===== config.mk =====
export PLATFORM = sky130hd
export DESIGN_NAME = pdem_mux
export DESIGN_NICKNAME = d
export VERILOG_FILES = /design/src/verilog/pdem_sync.v /design/src/verilog/pdem_clk_div.v /design/src/verilog/pdem_mux.v
export VERILOG_INCLUDE_DIRS = /design/src /design/src/verilog
export SDC_FILE = /design/constraint.sdc
export NUM_CORES = 1
export LEC_CHECK = 0
export BUFFER_PORTS_ARGS = -buffer_cell sky130_fd_sc_hd__buf_4
export CORE_UTILIZATION = 25
export DETAILED_ROUTE_END_ITERATION = 6
export PLACE_DENSITY = 0.45
export SETUP_SLACK_MARGIN = 0.2
export SYNTH_ARGS = -nofsm -noshare
export SYNTH_HDL_FRONTEND = slang
export SYNTH_SLANG_ARGS = --single-unit

===== constraint.sdc =====
create_clock -name core_clk_i -period 3.1 [get_ports core_clk_i]
set_clock_uncertainty 0.15 [all_clocks]
set_input_delay 0.465 -clock core_clk_i [delete_from_list [all_inputs] [get_ports core_clk_i]]
set_output_delay 0.465 -clock core_clk_i [all_outputs]
set_load 0.01 [all_outputs]

===== src/verilog/pdem_regs.vh =====
// constants for the port d / port e alternate function mux
`ifndef PDEM_REGS_VH
`define PDEM_REGS_VH

// ****************************************************************
// widths and reset values
// ****************************************************************
`define PDEM_PORT_W        8
`define PDEM_RST_BYTE      8'h00
`define PDEM_ONES_BYTE     8'hff

// ****************************************************************
// pin positions
// ****************************************************************
`define PDEM_PD_CAPTURE    0
`define PDEM_PD_IRQ0       1
`define PDEM_PE_RXD        0
`define PDEM_PE_TXD        1
`define PDEM_PE_XCK        2
`define PDEM_PE_SERIAL_IFACE_CLOCK       4
`define PDEM_PE_SDI        5
`define PDEM_PE_SDO        6
`define PDEM_PE_CLKOUT     7

// ****************************************************************
// divided clock output: core cycles per half period
// ****************************************************************
`define PDEM_CLKOUT_HALF   8

`endif


===== src/verilog/pdem_sync.v =====
// two-stage synchroniser for a vector of pin inputs
`timescale 1ns/100ps
module pdem_sync #(
   parameter W = 8
) (
   // clock, reset, enable
   input  wire         core_clk_i,
   input  wire         rst_i,
   input  wire         ce_i,
   // data
   input  wire [W-1:0] async_i,
   output wire [W-1:0] sync_o
);

   reg [W-1:0] meta_q;
   reg [W-1:0] sync_q;

   // ****************************************************************
   // stage one is read by stage two only
   // ****************************************************************
   always @(posedge core_clk_i) begin
      if (rst_i) begin
         meta_q <= {W{1'b0}};
         sync_q <= {W{1'b0}};
      end else if (ce_i) begin
         meta_q <= async_i;
         sync_q <= meta_q;
      end
   end

   assign sync_o = sync_q;

endmodule // pdem_sync


===== src/verilog/pdem_clk_div.v =====
// free-running divider that makes the divided system clock
`timescale 1ns/100ps
`include "pdem_regs.vh"
module pdem_clk_div #(
   parameter HALF = `PDEM_CLKOUT_HALF
) (
   // clock, enable
   input  wire core_clk_i,
   input  wire ce_i,
   // control
   input  wire run_i,
   // divided clock
   output wire div_clk_o
);

   localparam integer LAST_I = HALF - 1;
   localparam [15:0]  LAST   = LAST_I[15:0];

   reg [15:0] cnt_q;
   reg        div_q;

   // ****************************************************************
   // system reset is deliberately ignored so the clock keeps running
   // through reset; the fuse level alone parks the divider
   // ****************************************************************
   always @(posedge core_clk_i) begin
      if (ce_i) begin
         if (!run_i) begin
            cnt_q <= 16'h0000;
            div_q <= 1'b0;
         end else if (cnt_q >= LAST) begin
            cnt_q <= 16'h0000;
            div_q <= ~div_q;
         end else begin
            cnt_q <= cnt_q + 16'h0001;
         end
      end
   end

   assign div_clk_o = div_q;

endmodule // pdem_clk_div


===== src/verilog/pdem_mux.v =====
// port d / port e alternate function override logic
// Notes on behaviour
// - port d bit 0 digital input drives the timer one capture input.
// - port d pull-up override enable is lcd enable and mask bit, value 0.
// - port d direction override enable is lcd enable and mask, value input.
// - port d input enable override on all bits but 1 is lcd and mask, 0.
// - port d bit 1 input enable override is lcd or irq0 enable, value and.
// - with the clock fuse set, port e bit 7 drives the divided clock.
// - the divided clock stays on port e bit 7 during system reset.
// - every port e pin is the pin change source of its own bit number.
// - in sync mode port e bit 2 direction picks sync clock out or in.
// - the sync clock function on port e bit 2 is dead outside sync mode.
// - serial data out on e6, data in on e5, serial clock on e4.
// - usart transmit drives port e bit 1, receive reads port e bit 0.
// - with receiver on, e0 is an input and its port value sets pull-up.
`timescale 1ns/100ps
`include "pdem_regs.vh"
module pdem_mux #(
   parameter W        = `PDEM_PORT_W,
   parameter CLK_HALF = `PDEM_CLKOUT_HALF
) (
   // clock, reset, enable
   input  wire         core_clk_i,
   input  wire         rst_i,
   input  wire         ce_i,
   // port d normal port settings
   input  wire [W-1:0] pd_value_i,
   input  wire [W-1:0] pd_direction_i,
   input  wire [W-1:0] pd_input_enable_i,
   input  wire [W-1:0] pd_pin_i,
   // lcd and interrupt controls
   input  wire         lcd_drive_enable_i,
   input  wire [W-1:0] lcd_pin_mask_i,
   input  wire [W-1:0] segment_drive_line_i,
   input  wire         irq_zero_enable_i,
   // port e normal port settings
   input  wire [W-1:0] pe_value_i,
   input  wire [W-1:0] pe_direction_i,
   input  wire [W-1:0] pe_pin_i,
   // port e function controls
   input  wire         clock_output_fuse_i,
   input  wire         usart_sync_mode_i,
   input  wire         usart_sync_clock_i,
   input  wire         usart_tx_enable_i,
   input  wire         usart_tx_data_i,
   input  wire         usart_rx_enable_i,
   input  wire         serial_iface_three_wire_i,
   input  wire         serial_iface_data_out_i,
   // port d override signals
   output reg  [W-1:0] pullup_override_enable_o,
   output reg  [W-1:0] pullup_override_value_o,
   output reg  [W-1:0] direction_override_enable_o,
   output reg  [W-1:0] direction_override_value_o,
   output reg  [W-1:0] output_value_override_enable_o,
   output reg  [W-1:0] output_value_override_value_o,
   output reg  [W-1:0] input_enable_override_enable_o,
   output reg  [W-1:0] input_enable_override_value_o,
   output reg  [W-1:0] analog_path_o,
   // port d resolved pad controls
   output reg  [W-1:0] pd_pullup_o,
   output reg  [W-1:0] pd_direction_o,
   output reg  [W-1:0] pd_out_o,
   output reg  [W-1:0] pd_input_enable_o,
   // port d alternate inputs
   output reg          timer_one_capture_in_o,
   output reg          external_irq_zero_o,
   // port e resolved pad controls
   output reg  [W-1:0] pe_pullup_o,
   output reg  [W-1:0] pe_direction_o,
   output reg  [W-1:0] pe_out_o,
   // port e alternate inputs
   output reg  [W-1:0] pin_change_source_o,
   output reg          usart_sync_clock_o,
   output reg          usart_rx_data_o,
   output reg          serial_iface_data_in_o,
   output reg          serial_iface_clock_o
);

   // ****************************************************************
   // pin synchronisers
   // ****************************************************************
   wire [W-1:0] pd_sync;
   wire [W-1:0] pe_sync;
   wire         div_clk;

   pdem_sync #(
      .W (W)
   ) u_pd_sync (
      .core_clk_i (core_clk_i),
      .rst_i      (rst_i),
      .ce_i       (ce_i),
      .async_i    (pd_pin_i),
      .sync_o     (pd_sync)
   );

   pdem_sync #(
      .W (W)
   ) u_pe_sync (
      .core_clk_i (core_clk_i),
      .rst_i      (rst_i),
      .ce_i       (ce_i),
      .async_i    (pe_pin_i),
      .sync_o     (pe_sync)
   );

   // ****************************************************************
   // divided clock source
   // ****************************************************************
   pdem_clk_div #(
      .HALF (CLK_HALF)
   ) u_clk_div (
      .core_clk_i (core_clk_i),
      .ce_i       (ce_i),
      .run_i      (clock_output_fuse_i),
      .div_clk_o  (div_clk)
   );

   // ****************************************************************
   // port d per-pin override terms
   // ****************************************************************
   wire [W-1:0] pd_lcd_take;
   wire [W-1:0] pd_pu_oe_d;
   wire [W-1:0] pd_dd_oe_d;
   wire [W-1:0] pd_ie_oe_d;
   wire [W-1:0] pd_ie_ov_d;
   wire [W-1:0] pd_pullup_d;
   wire [W-1:0] pd_dir_d;
   wire [W-1:0] pd_out_d;
   wire [W-1:0] pd_ie_d;

   genvar i;
   generate
      for (i = 0; i < W; i = i + 1) begin : g_pd
         assign pd_lcd_take[i] = lcd_drive_enable_i & lcd_pin_mask_i[i];
         assign pd_pu_oe_d[i]  = pd_lcd_take[i];
         assign pd_dd_oe_d[i]  = pd_lcd_take[i];
         if (i == `PDEM_PD_IRQ0) begin : g_irq
            // lcd enable alone, not masked, shares the pin with irq0
            assign pd_ie_oe_d[i] = lcd_drive_enable_i |
                                   irq_zero_enable_i;
            assign pd_ie_ov_d[i] = lcd_drive_enable_i &
                                   irq_zero_enable_i;
         end else begin : g_seg
            assign pd_ie_oe_d[i] = pd_lcd_take[i];
            assign pd_ie_ov_d[i] = 1'b0;
         end
         // override values are 0 for pull-up, direction and output
         assign pd_pullup_d[i] = pd_pu_oe_d[i] ? 1'b0 :
                                 pd_value_i[i] & ~pd_direction_i[i];
         assign pd_dir_d[i]    = pd_dd_oe_d[i] ? 1'b0 :
                                 pd_direction_i[i];
         assign pd_out_d[i]    = pd_value_i[i];
         assign pd_ie_d[i]     = pd_ie_oe_d[i] ? pd_ie_ov_d[i] :
                                 pd_input_enable_i[i];
      end
   endgenerate

   // ****************************************************************
   // port d registers
   // ****************************************************************
   always @(posedge core_clk_i) begin
      if (rst_i) begin
         pullup_override_enable_o       <= `PDEM_RST_BYTE;
         pullup_override_value_o        <= `PDEM_RST_BYTE;
         direction_override_enable_o    <= `PDEM_RST_BYTE;
         direction_override_value_o     <= `PDEM_RST_BYTE;
         output_value_override_enable_o <= `PDEM_RST_BYTE;
         output_value_override_value_o  <= `PDEM_RST_BYTE;
         input_enable_override_enable_o <= `PDEM_RST_BYTE;
         input_enable_override_value_o  <= `PDEM_RST_BYTE;
         analog_path_o                  <= `PDEM_RST_BYTE;
         pd_pullup_o                    <= `PDEM_RST_BYTE;
         pd_direction_o                 <= `PDEM_RST_BYTE;
         pd_out_o                       <= `PDEM_RST_BYTE;
         pd_input_enable_o              <= `PDEM_RST_BYTE;
         timer_one_capture_in_o         <= 1'b0;
         external_irq_zero_o            <= 1'b0;
      end else if (ce_i) begin
         pullup_override_enable_o       <= pd_pu_oe_d;
         pullup_override_value_o        <= `PDEM_RST_BYTE;
         direction_override_enable_o    <= pd_dd_oe_d;
         direction_override_value_o     <= `PDEM_RST_BYTE;
         output_value_override_enable_o <= `PDEM_RST_BYTE;
         output_value_override_value_o  <= `PDEM_RST_BYTE;
         input_enable_override_enable_o <= pd_ie_oe_d;
         input_enable_override_value_o  <= pd_ie_ov_d;
         analog_path_o                  <= segment_drive_line_i;
         pd_pullup_o                    <= pd_pullup_d;
         pd_direction_o                 <= pd_dir_d;
         pd_out_o                       <= pd_out_d;
         pd_input_enable_o              <= pd_ie_d;
         timer_one_capture_in_o         <= pd_sync[`PDEM_PD_CAPTURE];
         external_irq_zero_o            <= pd_sync[`PDEM_PD_IRQ0];
      end
   end

   // ****************************************************************
   // port e function takes
   // ****************************************************************
   // only the three-wire data out is carried; two-wire overrides are not
   wire pe_xck_out_take;
   wire pe_xck_in_take;
   wire pe_sdo_take;
   wire pe_tx_take;
   wire pe_rx_take;
   wire pe_clk_take;

   // the sync clock pin belongs to the usart in sync mode only
   assign pe_xck_out_take = usart_sync_mode_i &
                            pe_direction_i[`PDEM_PE_XCK];
   assign pe_xck_in_take  = usart_sync_mode_i &
                            ~pe_direction_i[`PDEM_PE_XCK];
   assign pe_sdo_take     = serial_iface_three_wire_i;
   assign pe_tx_take      = usart_tx_enable_i;
   assign pe_rx_take      = usart_rx_enable_i;
   // a static fuse level, so it is read without a synchroniser
   assign pe_clk_take     = clock_output_fuse_i;

   // ****************************************************************
   // port e resolution
   // ****************************************************************
   reg [W-1:0] pe_pullup_d;
   reg [W-1:0] pe_dir_d;
   reg [W-1:0] pe_out_d;

   always @* begin
      // normal port behaviour first, functions override below
      pe_pullup_d = pe_value_i & ~pe_direction_i;
      pe_dir_d    = pe_direction_i;
      pe_out_d    = pe_value_i;
      // sync clock out mirrors onto the pull-up as well
      if (pe_xck_out_take) begin
         pe_out_d[`PDEM_PE_XCK]    = usart_sync_clock_i;
         pe_pullup_d[`PDEM_PE_XCK] = usart_sync_clock_i;
      end
      // three-wire mode hands the data out pin to the serial interface
      if (pe_sdo_take) begin
         pe_out_d[`PDEM_PE_SDO] = serial_iface_data_out_i;
      end
      // the transmitter owns direction, value and pull-up of its pin
      if (pe_tx_take) begin
         pe_pullup_d[`PDEM_PE_TXD] = 1'b0;
         pe_dir_d[`PDEM_PE_TXD]    = 1'b1;
         pe_out_d[`PDEM_PE_TXD]    = usart_tx_data_i;
      end
      // the receiver forces its pin in; the port value picks the pull-up
      if (pe_rx_take) begin
         pe_dir_d[`PDEM_PE_RXD]    = 1'b0;
         pe_pullup_d[`PDEM_PE_RXD] = pe_value_i[`PDEM_PE_RXD];
      end
   end

   // ****************************************************************
   // port e registers
   // ****************************************************************
   always @(posedge core_clk_i) begin
      if (ce_i) begin
         if (rst_i) begin
            pe_pullup_o            <= `PDEM_RST_BYTE;
            pe_direction_o         <= `PDEM_RST_BYTE;
            pe_out_o               <= `PDEM_RST_BYTE;
            pin_change_source_o    <= `PDEM_RST_BYTE;
            usart_sync_clock_o     <= 1'b0;
            usart_rx_data_o        <= 1'b0;
            serial_iface_data_in_o <= 1'b0;
            serial_iface_clock_o   <= 1'b0;
         end else begin
            pe_pullup_o            <= pe_pullup_d;
            pe_direction_o         <= pe_dir_d;
            pe_out_o               <= pe_out_d;
            pin_change_source_o    <= pe_sync;
            // input side only in sync mode with the pin set as input
            usart_sync_clock_o     <= pe_xck_in_take &
                                      pe_sync[`PDEM_PE_XCK];
            usart_rx_data_o        <= pe_sync[`PDEM_PE_RXD];
            serial_iface_data_in_o <= pe_sync[`PDEM_PE_SDI];
            serial_iface_clock_o   <= pe_sync[`PDEM_PE_SERIAL_IFACE_CLOCK];
         end
         // placed last so it wins over reset and the port bits
         if (pe_clk_take) begin
            pe_out_o[`PDEM_PE_CLKOUT]       <= div_clk;
            pe_direction_o[`PDEM_PE_CLKOUT] <= 1'b1;
            pe_pullup_o[`PDEM_PE_CLKOUT]    <= 1'b0;
         end
      end else if (rst_i && !pe_clk_take) begin
         // reset still lands while frozen, unless the clock fuse is set
         pe_pullup_o            <= `PDEM_RST_BYTE;
         pe_direction_o         <= `PDEM_RST_BYTE;
         pe_out_o               <= `PDEM_RST_BYTE;
         pin_change_source_o    <= `PDEM_RST_BYTE;
         usart_sync_clock_o     <= 1'b0;
         usart_rx_data_o        <= 1'b0;
         serial_iface_data_in_o <= 1'b0;
         serial_iface_clock_o   <= 1'b0;
      end
   end

endmodule // pdem_mux


* Word level (Yosys, flattened, before mapping)
Cells that the tools add are included.
** Operators by class
- $add $sub $neg :: 1
- $lt $le $gt $ge :: 1
- Equal/unequal tests :: 1
- Multiplexer cells :: 54
- Bitwise logic cells :: 34
- Reduce and logical (&&, ||, !) cells :: 5
** Operators by type and width (count)
- 8-bit 2-to-1 mux :: 9
- 1-bit 2-to-1 mux :: 45
- 1-bit AND :: 20
- 16-bit by 1-bit adder with 16-bit output, second input constant :: 1
- 16-bit by 3-bit greater-or-equal comparator with 1-bit output, second input constant :: 1
- 1-bit inverter :: 11
- 8-bit AND :: 1
- 8-bit inverter :: 1
- 2-bit by 1-bit != test with 1-bit output, second input constant :: 1
- 2-bit AND reduction :: 1
- 2-bit nonzero test :: 1
- 2-bit OR reduction :: 1
- 1-bit logical AND :: 1
- 1-bit zero test :: 1
- 1-bit bitwise OR :: 1
** Word-level totals
- Input bits :: 85
- Register bits after elaboration :: 132

* Longest topological paths before layout
Gate-level depths: netlist of run 1.
- Depth after elaboration :: 6
- Mapped depth :: 4
- Depth with buffers taken out :: 4

* Hierarchy
Synthesis of run 1 repeated with hierarchy kept, for this count alone.
** Second synthesis, totals
- Cells, all modules :: 496
- Area, all modules :: 5556.6 um^2
** Modules (own cells, without submodules)
- pdem_mux :: area each 3741.1 um^2, cells an instance 358, seq. area each 2031.9 um^2, times used 1
- pdem_sync :: area each 580.6 um^2, cells an instance 52, seq. area each 320.3 um^2, times used 2
- pdem_clk_div :: area each 654.4 um^2, cells an instance 34, seq. area each 510.5 um^2, times used 1

* Worst setup path before layout of run 1
OpenSTA, ideal clock, no wires.
- Kind :: input to register
- Start point :: input ce_i
- End point :: register pe_direction_o[0], enable pin
- Required time :: 2.561 ns
- Arrival :: 1.564 ns
- Setup time :: 0.389 ns
- Setup slack :: 0.997 ns
- Stages :: 3
- Path buffers :: 2
- Cells stage by stage :: clkbuf_1 buf_2 a21o_1
** On the way
- Cells in the longest elaborated chain, start to end :: 1
** RTL lines
- start: declaration :: RTL line pdem_mux.v:25 : input wire ce_i,
- 2-bit nonzero test (no line)
- end signal: assignment :: RTL line pdem_mux.v:260 : pe_direction_o <= `PDEM_RST_BYTE;
- end signal: assignment :: RTL line pdem_mux.v:269 : pe_direction_o <= pe_dir_d;
- end signal: assignment :: RTL line pdem_mux.v:288 : pe_direction_o <= `PDEM_RST_BYTE;
- end: declaration :: RTL line pdem_mux.v:69 : output reg [W-1:0] pe_direction_o,
No other way between the ends.
A chain may end at the register's enable or synchronous reset.

* Worst setup path in the final report of run 1
- Start point :: register u_clk_div.cnt_q[0]
- End point :: register u_clk_div.div_q, in the netlist u_clk_div.div_clk_o, enable pin
** On the way
- Cells in the longest elaborated chain, start to end :: 3
** RTL lines
- start: declaration :: RTL line pdem_clk_div.v:19 : reg [15:0] cnt_q;
- start signal: assignment :: RTL line pdem_clk_div.v:35 : cnt_q <= cnt_q + 16'h0001;
- 16-bit by 3-bit greater-or-equal comparator with 1-bit output :: RTL line pdem_clk_div.v:31 : end else if (cnt_q >= LAST) begin
- 2-bit by 1-bit != test with 1-bit output (no line)
- 2-bit AND reduction (no line)
- end signal: assignment :: RTL line pdem_clk_div.v:33 : div_q <= ~div_q;
- end: declaration :: RTL line pdem_clk_div.v:20 : reg div_q;
No other way between the ends.

==> results of run 1 <==
[sequential cells by signal, indices dropped and copies added, names as in the netlist, 8 cells and up]
register and count:
direction_override_enable_o 8, pd_input_enable_o 8, pe_pullup_o 8, pin_change_source_o 8, pe_out_o 8, pd_pullup_o 8, u_pe_sync.meta_q 8, pd_out_o 8
pe_direction_o 8, u_clk_div.cnt_q 16, u_pe_sync.sync_o 8, analog_path_o 8, pd_direction_o 8
[report_power, final]
group | switching [uW] | internal [uW]
Combinational | 221 | 217
Clock | 783 | 1360
Sequential | 40.6 | 1770
[placed cells by master, fill, tap and decap left out, types with 2 or more instances in the layout]
cell type,count
nor4_1,2
mux2i_1,39
clkinv_4,2
nand2_1,13
nor3b_1,2
clkbuf_16,17
a21oi_1,36
a211oi_1,2
inv_6,5
inv_1,2
nor2b_1,4
nor4b_1,2
bufinv_16,4
conb_1,51
nand3_1,26
and3_1,2
nor2_1,50
buf_4,184
dfxtp_1,72
nand4b_1,7
nand2b_1,37
and2_1,18
edfxtp_1,50
[path summary, 6_finish.rpt]
| kind | from | to | cells after the start |
|---|---|---|---|
| worst max register to register | u_clk_div.cnt_q[0] | u_clk_div.div_clk_o | 4 |
| worst min register to register | pd_pullup_o[3] | pd_pullup_o[3] | 2 |
| worst max-delay path | u_clk_div.cnt_q[0] | u_clk_div.div_clk_o | 4 |
| worst min-delay path | segment_drive_line_i[3] | analog_path_o[3] | 3 |
[cell type report]
cell class	count	area [sq um]	share of cell area, %
Timing Repair Buffer	185	1401	19.94
Clock buffer	17	425.4	6.053
Multi-Input combinational cell	300	1708	24.30
Tap cell	265	331.6	4.718
Inverter	2	7.507	0.1068
Sequential cell	122	2943	41.87
Clock inverter	15	211.5	3.009
[worst max-delay path: cells and delay by family, from the launching register on]
kind | cells | cell delay [ns]
adder cells (fa/ha/maj) | 1 | 0.25
AND/OR/NAND/NOR | 2 | 0.46
AO/OA/AOI/OAI | 1 | 0.24
flip-flops | 1 | 0.42
[per-layer routing]
metal  up-vias  wire length, um  global-route usage, %
met5         -                0                      0
met4         0              194                  5.711
met3        17             1276                  5.398
met2       174             5827                  19.80
met1      1708             5152                  13.64
li1       1797                -                      -
[kinds of logic after synthesis]
kind of cell | share of synthesized area, %
buffers and inverters | 11.03
xor gates and xnor gates | 0.1746
DFF | 58.67
other | 0.07476
adders and majority gates | 0.2494
and+or+nand+nor | 17.66
muxes | 7.782
AOI/OAI and AO/OA | 4.365
[per-stage QoR]
| step | instances | setup slack, ns | utilization [%] | instance area, sq um | hold slack, ns |
|---|---|---|---|---|---|
| 2_1_floorplan | 505 | 0.9973 | - | 5204 | 0.3015 |
| 3_3_place_gp | 874 | 0.9787 | 32.62 | 6391 | 0.3058 |
| 3_5_place_dp | 874 | 0.9738 | 32.62 | 6391 | 0.3145 |
| 4_1_cts | 906 | 1.317 | 35.88 | 7028 | 0.1113 |
| 5_1_grt | 906 | 1.256 | 35.88 | 7028 | 0.1176 |
| 6_report | 906 | 1.342 | 35.88 | 7028 | 0.1307 |
==> qor.yml, run 1 <==
outcome:
  outcome: "complete, no violations"
drt:
  viasPerCell: 4.079
  route.antenna.remaining_nets: 0
  dr_total_vias: 3696
  first_pass_iters: 4
  drcViolationCount: 0
  routed_wl_mm: 12.45
  wl_per_cell_um: 13.74
  drt-initial-drc-count: 156
floorplan:
  dieHeight_um: 143.7
  ios: 227
  dieArea_sq_um: 20640
  core_sq_um: 19590
  initial_utilization_pct: 25.61
  die_w_um: 143.7
  row_count: 51
global_routing:
  antenna_found_initial: 0
  grt_first_pass_wirelength_mm: 18.50
  grt_pass1_vias: 3502
  grt_max_degree: 49
  grt_use_total_pct: 12.19
  grt-ovfl-total: 0
cts:
  cts-hold-fix-buffers: 0
  cts.sinks: 122
  clk_latency_ns: 0.41
  cts.clk_slew.worst_paths_ns: 0.06
  cts_buffers: 17
  postCtsSetupBuffers: 0
  ctsLongestPathBuffers: 2
  cts_root_buf: "clkbuf_16"
  post_cts_resized: 0
  h-tree-depth: 4
  cts_tree: "yes"
final_layout:
  nNetsFinal: 714
  num_antenna_cells: 0
  n_fill_cell: 1991
  drive_gt1_share_pct: 33.85
  area_growth_pct: 40.11
hold_path:
  hp-class: "in -> reg"
sta:
  hold_viol: 0
  slew_headroom_pct: 60.61
  rsz0062_at_grt: "false"
  tightest_slew_ns: 0.5909
  finalSetupTns_ns: 0
  post-route-period-util_pct: 56.72
  max_freq_mhz: 568.7
  slew_viol_final: 0
  setup_viol: 0
  min_period_ns: 1.758
place:
  io_buffers: 181
  gp_congestion: 0.7011
  dp_hpwl_mm: 8.907
setup_path:
  crit_type: "reg -> reg"
  r2r_slack_ns: 1.34
  cpMaxStageDelayCell: "edfxtp_1"
  crit_arrival_ns: 1.79
  crit_required_ns: 3.13
  cp-start-kind: "register"
  end_kind: "register"
  cp_slowest_stage_delay_ns: 0.42
  cp_max_fo: 5
  path_cells: "ha_1 > a211oi_1 > nand4_1 > and2_1"
pwr:
  total_power_uw: 4396
  power_leakage_uw: 0.003119
  ir_drop_v: 0.0003488
  p_per_area_nw_per_um2: 625.5
synthesis:
  synth_top_area_cell: "edfxtp_1"
  synth-main-ff-cell: "dfxtp_1"
  synth_edf_count: 50
  synth-seq-cells: 122
  synthTopCellsByArea: "edfxtp_1 30%, dfxtp_1 29%, buf_4 9.3%, mux2i_1 7.8%, nand2b_1 4.6%"
  synth.cell_area_sq_um: 5016
  ys_warn_count: 0
  synth_common_cells: "72 x dfxtp_1, 62 x buf_4, 50 x edfxtp_1, 50 x nor2_1, 39 x mux2i_1"
  synth_top_cell_area_share_pct: 29.93
  async_flop_share_pct: 0
  yosysSeqAreaShare_pct: 58.67
  yosysMostFrequentCell: "dfxtp_1"
  ys_types: 31
  synthCells: 455
  syn_avg_cell_area_sq_um: 11.02
job:
  maxCapViolations: 0
Note: power is estimated with default switching activity, not from simulation.
==> inputs of run 2 (changes only) <==
- ABC_AREA: unset -> 1
- clock period: 3.1 -> 1.74 ns (I/O delays scaled with it)
==> run 2 against run 1 <==
Compared with the run above:
- sequential cell count is the same
- clock power grew 57%
- utilization grew 3.1 points
- power grew 73%
- sequential power grew 80%
- combinational power grew 120%
- hold slack lost 0.12 ns
==> qor.yml, run 2 <==
outcome:
  outcome: "complete, no violations"
synthesis:
  synth-seq-cells: 122  # unchanged
  ys_types: 26  # -16%
  ys_warn_count: 0  # unchanged
  synth-main-ff-cell: "dfxtp_1"
  synth_top_area_cell: "edfxtp_1"
  synth_top_cell_area_share_pct: 30.36  # +0.43 points
  synth.cell_area_sq_um: 4945  # -1.4%
  synthCells: 524  # +15%
  synth_common_cells: "94 x nor2_1, 84 x nand2_1, 72 x dfxtp_1, 60 x buf_4, 52 x a21oi_1"
  yosysMostFrequentCell: "nor2_1"
  synthTopCellsByArea: "edfxtp_1 30%, dfxtp_1 29%, buf_4 9.1%, nor2_1 7.1%, nand2_1 6.4%"
  syn_avg_cell_area_sq_um: 9.437  # -14%
  synth_edf_count: 50  # unchanged
  yosysSeqAreaShare_pct: 59.51  # +0.85 points
  async_flop_share_pct: 0  # unchanged
cts:
  cts.clk_slew.worst_paths_ns: 0.06  # about the same
  clk_latency_ns: 0.41  # about the same
  cts_root_buf: "clkbuf_16"
  ctsLongestPathBuffers: 2  # unchanged
  cts_buffers: 17  # unchanged
  h-tree-depth: 4  # unchanged
  cts.sinks: 122  # unchanged
  cts_tree: "yes"
pwr:
  pwr-share-clk_pct: 44.4  # -4.5 points
  p_per_area_nw_per_um2: 1005  # +61%
  power_frac_seq_pct: 42.8  # +1.6 points
  swShare_pct: 24.16  # +0.39 points
  switching_power_uw: 1835  # +76%
  ir_drop_v: 0.0006661  # +91%
  p_int_uw: 5759  # +72%
  power_leakage_uw: 0.003344  # +7.2%
  p_comb_share_pct: 12.8  # +2.8 points
drt:
  routed_wl_mm: 13.03  # +4.6%
  wl_per_cell_um: 12.50  # -9.0%
  viasPerCell: 3.938  # -3.5%
  drcViolationCount: 0  # unchanged
  first_pass_iters: 4  # unchanged
  route.antenna.remaining_nets: 0  # unchanged
  dr_total_vias: 4103  # +11%
  drt-initial-drc-count: 177  # +13%
floorplan:
  core_sq_um: 19400  # -0.98%
  dieHeight_um: 142.6  # -0.71%
  initial_utilization_pct: 25.49  # -0.11 points
  ios: 227  # unchanged
  die_w_um: 142.6  # -0.71%
  row_count: 51  # unchanged
  dieArea_sq_um: 20340  # -1.4%
setup_path:
  cp_max_fo: 2  # -3
  crit_type: "in -> reg"
  cp-start-kind: "input pin"
  end_kind: "register"
  crit_arrival_ns: 1.74  # -0.05 ns
  crit_required_ns: 1.95  # -1.18 ns
sta:
  min_period_ns: 1.531
  hold_viol: 0  # unchanged
  slew_headroom_pct: 30.84  # -30 points
  rsz0062_at_grt: "true"
  slew_viol_final: 0  # unchanged
  post-route-period-util_pct: 87.99
  tightest_slew_ns: 1.033  # +0.4426 ns
  finalSetupTns_ns: 0  # unchanged
  max_freq_mhz: 653.2
  setup_viol: 0  # unchanged
place:
  io_buffers: 181  # unchanged
  dp_hpwl_mm: 9.033  # +1.4%
  place_area_sq_um: 6367  # -0.37%
  dp.cells: 949  # +8.6%
  gp_congestion: 0.8084  # +15%
final_layout:
  nNetsFinal: 850  # +19%
  n_fill_cell: 1987  # -0.20%
  area_growth_pct: 52.78
  layout_common_cells: "192 x buf_4, 92 x nor2_1, 84 x nand2_1"
  final_common_cell: "buf_4"
  postLayoutCellArea_sq_um: 7555  # +7.5%
  largest_reg_flops: 16  # unchanged
  utilization_pct: 38.94  # +3.1 points
  instances_no_fill: 1042  # +15%
  num_antenna_cells: 0  # unchanged
  drive_gt1_share_pct: 30.37  # -3.5 points
  regMostFlops: "u_clk_div.cnt_q"
global_routing:
  antenna_found_initial: 0  # unchanged
  grt_pass1_vias: 3918  # +12%
  grt_use_total_pct: 13.01  # +0.82 points
  grt_max_degree: 43  # -12%
  grt-ovfl-total: 0  # unchanged
  grt_first_pass_wirelength_mm: 19.75  # +6.8%
job:
  maxCapViolations: 0  # unchanged
hold_path:
  hp-class: "in -> reg"
run 2: timing repair:
item,in CTS,in global routing
hold buffers,62,0
setup endpoints to repair,0,8
resized for setup,0,5
endpoints found under the hold margin,68,0
buffers inserted,0,1
run 2: cell families after synthesis:
family | share of synthesized area, %
other | 0.07584
AND/OR/NAND/NOR | 15.18
flip-flops | 59.51
multiplexers | 0.2024
XOR/XNOR | 0.1772
adder cells (fa/ha/maj) | 0.2530
buffers and inverters | 13.71
AO/OA/AOI/OAI | 10.88
run 2: critical path, stage by stage:
cell,delay (ns)
dlygate4sd3_1,0.53
buf_4,0.14
nor2_2,0.09
nand2_1,0.07
a21oi_2,0.10
dlygate4sd3_1,0.55
run 2: layout make-up:
cell class              instances  area (sq um)  share of cell area [%]
multi-input cells             344          1535                   20.32
inverters                      25         108.9                   1.441
repair buffers                254          2073                   27.44
well taps                     265         331.6                   4.389
flip-flops and latches        122          2943                   38.95
clock inverters                12         126.4                   1.673
clock buffers                  20         436.7                   5.780
run 2: worst paths after layout:
| path | start | to | slack [ns] | cells after the start |
|---|---|---|---|---|
| max | pd_direction_i[5] | pd_pullup_o[5] | 0.21 | 6 |
| max reg2reg | u_clk_div.cnt_q[0] | u_clk_div.cnt_q[0] | 0.30 | 6 |
| min reg2reg | u_pe_sync.sync_o[3] | u_pe_sync.sync_o[3] | 0.30 | 2 |
| min | pd_value_i[1] | pd_out_o[1] | 0.02 | 3 |
run 2: power groups by stage:
stage | Combinational [uW] | Clock (uW) | Sequential [uW]
after floorplan | 431 | 0 | 3360
after global placement | 857 | 0 | 3310
after detailed placement | 863 | 0 | 3310
after CTS | 976 | 3480 | 3250
after global routing | 1070 | 3600 | 3270
final | 971 | 3370 | 3250
run 2: routing by layer:
metal  routed length, um  up-vias  global-route usage (%)
li1                    -     2084                       -
met1                5637     1857                   15.58
met2                6393      142                   21.03
met3                 693       20                   3.890
met4                 303        0                   6.791
met5                   0        -                       0
run 2: per-stage QoR:
step	total power [uW]	setup slack (ns)	hold WS [ns]
after floorplan	3794	0.03891	0.2235
after global placement	4164	-0.05886	0.2959
after detailed placement	4177	-0.08815	0.2970
after CTS	7709	0.2242	0.0006109
after global routing	7945	0.1618	0.02344
final	7593	0.2090	0.01543
